**config.mk**
```make
export PLATFORM = sky130hd
export DESIGN_NAME = serial_to_parallel_latch
export DESIGN_NICKNAME = d
export VERILOG_FILES = /design/src/inc/sipo_latch_pkg.sv /design/src/rtl/serial_to_parallel_latch.sv /design/src/rtl/pin_sync_rise.sv
export SDC_FILE = /design/constraint.sdc
export NUM_CORES = 1
export LEC_CHECK = 0
export BUFFER_PORTS_ARGS = -buffer_cell sky130_fd_sc_hd__buf_4
export CORE_ASPECT_RATIO = 0.5
export CORE_MARGIN = 1.5
export CORE_UTILIZATION = 45
export DETAILED_ROUTE_END_ITERATION = 10
export PLACE_DENSITY_LB_ADDON = 0.08
export SLEW_MARGIN = 20
export SYNTH_ARGS = -nofsm -noshare
export SYNTH_HDL_FRONTEND = slang
export SYNTH_HIERARCHICAL = 1
export SYNTH_SLANG_ARGS = --single-unit
```
**constraint.sdc**
```tcl
create_clock -name clk -period 1.8 [get_ports clk]
set_input_delay 0.18 -clock clk [delete_from_list [all_inputs] [get_ports clk]]
set_output_delay 0.18 -clock clk [all_outputs]
set_load 0.02 [all_outputs]
```
**src/inc/sipo_latch_pkg.sv**
```systemverilog
// constants shared by the serial-to-parallel latch and its input synchroniser
// Operation
// - eight shift stages feed an eight-bit storage register
// - every storage bit drives its own parallel output at all times
// - shift and storage clocks are separate inputs, both rising-edge active
// - with both clocks tied, storage takes the pre-shift contents
// - low shift clear forces all eight shift stages to zero
// - low storage clear forces storage bits and parallel outputs to zero
// - each clear overrides its clock and touches only its own register; storage clear also flushes the two-entry buffer
// - cascade output carries the last shift stage for chaining
package sipo_latch_pkg;

    // ****************************************************************
    // widths and depths
    // ****************************************************************
    localparam int unsigned STAGE_COUNT = 8;
    localparam int unsigned BUF_DEPTH   = 2;
    localparam int unsigned SYNC_STAGES = 2;

    // ****************************************************************
    // values after reset
    // ****************************************************************
    localparam logic [STAGE_COUNT-1:0] SHIFT_RESET = 8'h00;
    localparam logic [STAGE_COUNT-1:0] STORE_RESET = 8'h00;
    localparam logic                   SYNC_RESET  = 1'h0;

    // ****************************************************************
    // buffer pointer and fill layout
    // ****************************************************************
    localparam logic       PTR_RESET  = 1'h0;
    localparam logic [1:0] FILL_RESET = 2'h0;
    localparam logic [1:0] FILL_FULL  = 2'h2;

endpackage

```
**src/rtl/serial_to_parallel_latch.sv**
```systemverilog
// serial-in shift register feeding a storage register through a two-entry buffer
`timescale 1ns/100ps
module serial_to_parallel_latch
    import sipo_latch_pkg::*;
#(
    parameter int unsigned WIDTH = STAGE_COUNT
)
(
    input  wire logic             clk,
    input  wire logic             rst_n,
    input  wire logic             serial_in,
    input  wire logic             shift_clock,
    input  wire logic             store_clock,
    input  wire logic             shift_clear_n,
    input  wire logic             store_clear_n,
    input  wire logic             parallel_ready,
    output logic [WIDTH-1:0]      parallel_out,
    output logic                  parallel_valid,
    output logic                  cascade_out,
    output logic                  store_ready
);

    // ****************************************************************
    // pin synchronisers
    // ****************************************************************

    logic serial_lvl;
    logic shift_rise;
    logic store_rise;
    logic shift_clr_lvl_n;
    logic store_clr_lvl_n;

    // all five pins come from the host's domain and pass two flops each;
    // equal depth keeps serial data aligned with the shift clock edge
    // limitation: the clears pass the same two flops, so they land about three
    // clk cycles after the pin falls, and a clear shorter than one clk period
    // may be missed; link clock phases need the same one-period minimum
    pin_sync_rise u_sync_serial
    (
        .clk   (clk),
        .rst_n (rst_n),
        .pin   (serial_in),
        .level (serial_lvl),
        .rise  ()
    );

    pin_sync_rise u_sync_shift_clk
    (
        .clk   (clk),
        .rst_n (rst_n),
        .pin   (shift_clock),
        .level (),
        .rise  (shift_rise)
    );

    pin_sync_rise u_sync_store_clk
    (
        .clk   (clk),
        .rst_n (rst_n),
        .pin   (store_clock),
        .level (),
        .rise  (store_rise)
    );

    pin_sync_rise u_sync_shift_clr
    (
        .clk   (clk),
        .rst_n (rst_n),
        .pin   (shift_clear_n),
        .level (shift_clr_lvl_n),
        .rise  ()
    );

    pin_sync_rise u_sync_store_clr
    (
        .clk   (clk),
        .rst_n (rst_n),
        .pin   (store_clear_n),
        .level (store_clr_lvl_n),
        .rise  ()
    );

    // ****************************************************************
    // shift register
    // ****************************************************************

    logic [WIDTH-1:0] shift_reg;
    logic [WIDTH-1:0] shift_next;
    logic [WIDTH-1:0] shifted;

    // serial input enters stage zero, every stage moves one toward the last
    assign shifted = {shift_reg[WIDTH-2:0], serial_lvl};

    // clear wins over a coincident clock edge and leaves storage alone
    // a shift edge seen during a clear is dropped, not held over to the release
    assign shift_next = !shift_clr_lvl_n ? SHIFT_RESET
                      : shift_rise       ? shifted
                      :                    shift_reg;

    // eight stages, moved only on a shift clock rise
    always_ff @(posedge clk or negedge rst_n)
    begin
        if (!rst_n)
            shift_reg <= SHIFT_RESET;
        else
            shift_reg <= shift_next;
    end

    // last stage goes out for chaining into the next device's serial input
    assign cascade_out = shift_reg[WIDTH-1];

    // ****************************************************************
    // two-entry buffer between shift and storage registers
    // ****************************************************************

    logic [WIDTH-1:0] buf_mem [BUF_DEPTH];
    logic [WIDTH-1:0] slot0_next;
    logic [WIDTH-1:0] slot1_next;
    logic             wr_ptr_reg;
    logic             rd_ptr_reg;
    logic [1:0]       fill_reg;
    logic [1:0]       fill_next;
    logic             buf_push;
    logic             buf_pop;
    logic             buf_empty;
    logic             buf_full;

    // a store rise is accepted only when there is room; a refused rise is lost,
    // and store_ready tells the host to hold off its next storage pulse
    assign buf_full    = (fill_reg == FILL_FULL);
    assign buf_empty   = (fill_reg == FILL_RESET);
    assign store_ready = !buf_full && store_clr_lvl_n;
    // snapshot is the shift register before this cycle's shift: with both clocks
    // tied the rises coincide and storage lags the shift register by one shift
    assign buf_push    = store_rise && store_ready;
    assign buf_pop     = !buf_empty && parallel_ready;

    // fill count: push and pop in the same cycle cancel out
    // push needs room and pop needs a word, so the count never leaves 0..2
    assign fill_next = !store_clr_lvl_n    ? FILL_RESET
                     : (buf_push & !buf_pop) ? fill_reg + 2'h1
                     : (!buf_push & buf_pop) ? fill_reg - 2'h1
                     :                        fill_reg;

    // pointers and count; storage clear also flushes words still in flight
    always_ff @(posedge clk or negedge rst_n)
    begin
        if (!rst_n)
        begin
            wr_ptr_reg <= PTR_RESET;
            rd_ptr_reg <= PTR_RESET;
            fill_reg   <= FILL_RESET;
        end
        else if (!store_clr_lvl_n)
        begin
            wr_ptr_reg <= PTR_RESET;
            rd_ptr_reg <= PTR_RESET;
            fill_reg   <= FILL_RESET;
        end
        else
        begin
            wr_ptr_reg <= wr_ptr_reg ^ buf_push;
            rd_ptr_reg <= rd_ptr_reg ^ buf_pop;
            fill_reg   <= fill_next;
        end
    end

    // each slot reloads itself unless this cycle's push is aimed at it
    assign slot0_next = (buf_push && !wr_ptr_reg) ? shift_reg : buf_mem[0];
    assign slot1_next = (buf_push &&  wr_ptr_reg) ? shift_reg : buf_mem[1];

    // buffer words; the reset keeps the read side free of unknown values
    always_ff @(posedge clk or negedge rst_n)
    begin
        if (!rst_n)
        begin
            buf_mem[0] <= STORE_RESET;
            buf_mem[1] <= STORE_RESET;
        end
        else
        begin
            buf_mem[0] <= slot0_next;
            buf_mem[1] <= slot1_next;
        end
    end

    // ****************************************************************
    // storage register and parallel outputs
    // ****************************************************************

    logic [WIDTH-1:0] store_reg;
    logic [WIDTH-1:0] store_next;
    logic             valid_reg;
    logic             valid_next;

    // storage takes a buffered word when the receiver is ready for it;
    // clear overrides the load and never touches the shift stages
    assign store_next = !store_clr_lvl_n ? STORE_RESET
                      : buf_pop          ? buf_mem[rd_ptr_reg]
                      :                    store_reg;

    // one-cycle marker that a new word has just reached the outputs
    assign valid_next = store_clr_lvl_n && buf_pop;

    // storage bits, each held until the next load or clear
    always_ff @(posedge clk or negedge rst_n)
    begin
        if (!rst_n)
        begin
            store_reg <= STORE_RESET;
            valid_reg <= SYNC_RESET;
        end
        else
        begin
            store_reg <= store_next;
            valid_reg <= valid_next;
        end
    end

    // each storage bit drives one parallel output continuously
    assign parallel_out   = store_reg;
    assign parallel_valid = valid_reg;

endmodule

```
**src/rtl/pin_sync_rise.sv**
```systemverilog
// two-flop synchroniser for one pin, with a rising-edge pulse behind it
`timescale 1ns/100ps
module pin_sync_rise
    import sipo_latch_pkg::*;
(
    input  wire logic clk,
    input  wire logic rst_n,
    input  wire logic pin,
    output logic      level,
    output logic      rise
);

    logic meta_reg;
    logic sync_reg;
    logic last_reg;

    // the first flop is read only by the second; edges are taken after it
    always_ff @(posedge clk or negedge rst_n)
    begin
        if (!rst_n)
        begin
            meta_reg <= SYNC_RESET;
            sync_reg <= SYNC_RESET;
            last_reg <= SYNC_RESET;
        end
        else
        begin
            meta_reg <= pin;
            sync_reg <= meta_reg;
            last_reg <= sync_reg;
        end
    end

    // level and one-cycle pulse on each low-to-high change
    assign level = sync_reg;
    assign rise  = sync_reg & ~last_reg;

endmodule

```
==> results.md <==
Setup path
• **endpoint arrival time on the critical path** 1860 ps
• **largest stage delay on the critical path** 410 ps
• **element type at the critical path end** flop
• **required time at the worst-slack endpoint** 1980 ps
• **Critical Path, Cell by Cell** nor2b_4 > and3_1 > ha_1 > mux2_2
• **endpoint of the most critical register-to-register path** buf_mem[13]
• **library cell contributing the largest single delay on the critical path** sky130_fd_sc_hd__dfrtp_1
• **worst reg2reg startpoint** u_sync_store_clk/last_reg
• **Worst Path Class, Setup** reg2reg
• **logic depth of the worst path, buffers included** 4
• **length in cells of the worst reg-to-reg path** 4
• **Worst setup startpoint** u_sync_store_clk/last_reg
• **setup slack on the worst flop-to-flop path** 120 ps
• **worst path bufs/invs** 0
• **critical path launch point type** flop
• **worst-path fanout max** 8
• **family with the most delay on the worst path** flip-flops
• **end point of the critical path** buf_mem[13]

Floorplanning
• **x dimension of the die** 95.84 um
• **standard-cell row count** 16
• **starting density of the core** 48.20%
• **Placeable Area** 4024 um2
• **height of the die** 49.42 um
• **count of boundary I/O pins** 19
• **die outline area** 4736 um2

Cells and area
• **Sequential Area** 1226 um2
• **end-of-flow core utilization** 57.56%
• **number of nets in the finished design** 169
• **Largest register FFs** 16
• **final instance area** 2316 um2
• **share of post-route cells with drive strength above 1** 32.50%
• **Final Non-Filler Cells** 214
• **number of filler cells placed in the layout** 342
• **diode count** 0
• **total area of multi-input combinational cells** 651.9 um2
• **synth-to-layout area growth** 19.42%

GRT
• **vias in the first global route** 1112
• **GRT overflow** 0
• **GR Util All Layers** 15.28%
• **number of antenna violations at the first check in global routing** 0
• **global-route wire length before repair** 5264 um
• **maximum number of pins on one net before global-route repair** 50

Clock network
• **Clock H-tree levels** 2
• **clock latency of the later-clocked register in the worst-skew pair** 290 ps
• **clock slew at reported path FFs** 90 ps
• **TritonCTS Buffers** 5
• **number of buffers on the longest clock path** 2
• **number of gates given a new drive strength after cts** 0
• **cell chosen for the clock root** sky130_fd_sc_hd__clkbuf_8
• **Post-CTS Setup Bufs** 0
• **CTS sink cnt** 49
• **clock tree from TritonCTS** yes

Route
• **Routed wire per std cell** 14.05 um
• **total wire length** 3006 um
• **vias per inst** 4.963
• **Initial DRC Count** 24
• **total vias in the final route** 1062
• **number of nets with antenna violations after routing** 0
• **TritonRoute pass-1 iters** 4
• **# DRC** 0

STA
• **setup tns final** 0 ps
• **total count of max-transition violations in the final report** 0
• **RSZ-0062 raised after global routing** no
• **final-report setup violation count** 0
• **min cycle time layout** 1681 ps
• **largest clock skew in the final design** 5.530 ps
• **final-report hold violation count** 0
• **highest achievable clock rate** 594.9 MHz
• **worst slew margin relative to its limit** 60.37%
• **final worst path period share** 93.38%
• **worst slew pin tran** 594.5 ps

Logic synthesis
• **Avg Inst Size Synth** 14.80 um2
• **number of standard cells after synthesis** 131
• **Synth Net Count** 141
• **post-synthesis instance area** 1939 um2
• **Synth warnings** 6

Placement
• **DP Wirelength** 1992 um
• **placed insts** 200
• **placed cell areas** 2122 um2
• **final weighted congestion in routability-driven placement** 0.7071
• **buffers added on ports** 18

Power and ir drop
• **Peak supply drop** 432.4 uV
• **Leakage** 1.089 nW
• **Total Power Consumption** 2.170 mW
• **Pwr per Cell Area** 936.8 nW/um2

Outcome
• **run status** finished, final reports clean

Hold path
• **Hold Crit Class** in2reg
• **cell depth of the worst min-delay path** 3

Flow run
• **count of maximum capacitance violations** 0

## per-stage QoR
step	hold WS [ps]	setup WS (ps)
after floorplan	-115.6	273.9
after global placement	236.1	179.2
after detailed placement	231.9	129.3
after CTS	193.0	109.1
after global routing	215.8	40.57
final	207.8	119.1
## routing by layer
layer / vias up / track usage (%) / share of wire, %
met3: 4 / 5.140 / 4.1
met5: - / 0 / 0
met2: 12 / 22.65 / 43
li1: 508 / - / -
met1: 538 / 20.99 / 52
met4: 0 / 5.147 / 0.90
## worst min path at each step
stage | from | end | slack (ps)
floorplan | rst_n | buf_mem[0] | -120
global placement | rst_n | u_sync_shift_clk/level | 240
detailed placement | rst_n | u_sync_shift_clk/meta_reg | 230
CTS | parallel_ready | fill_reg[1] | 190
global route | parallel_ready | fill_reg[1] | 220
finish | parallel_ready | fill_reg[1] | 210
## report_power, final
part,internal (mW),switching [mW]
Sequential,1.13,0.0203
Clock,0.552,0.349
Combinational,0.0616,0.0610
Total,1.74,0.431
## cells in the final DEF, fill, tap and decap left out, types with 2 or more instances in the layout
master	count
sky130_fd_sc_hd__inv_1	3
sky130_fd_sc_hd__dlygate4sd3_1	6
sky130_fd_sc_hd__clkbuf_8	5
sky130_fd_sc_hd__nor2b_4	2
sky130_fd_sc_hd__nor2b_1	10
sky130_fd_sc_hd__and2_1	2
sky130_fd_sc_hd__o2bb2ai_1	8
sky130_fd_sc_hd__mux2i_1	16
sky130_fd_sc_hd__bufinv_16	2
sky130_fd_sc_hd__nor2_1	2
sky130_fd_sc_hd__buf_4	22
sky130_fd_sc_hd__mux2_2	16
sky130_fd_sc_hd__a21boi_0	2
sky130_fd_sc_hd__dfrtp_1	49
sky130_fd_sc_hd__ha_1	2
## final cells by class
type                    instances  area share (%)
clock inverters                 3           2.809
flip-flops and latches         49           52.94
repair buffers                 28           9.724
clock buffers                   5           2.971
multi-input cells              72           28.15
inverters                       3          0.4862
well taps                      54           2.917
## repair_timing
action / 4_1_cts / 5_1_grt
endpoints found under the hold margin: 54 / 0
hold buffers: 6 / 0
endpoints found under the setup margin: 0 / 0
## worst register-to-register path, delay by kind of cell (launching register included)
kind / cells / cell delay [ps]
adders and majority gates: 1 / 400
DFF: 1 / 410
muxes: 1 / 380
and+or+nand+nor: 2 / 390
Power figures use the tool's default switching activity.
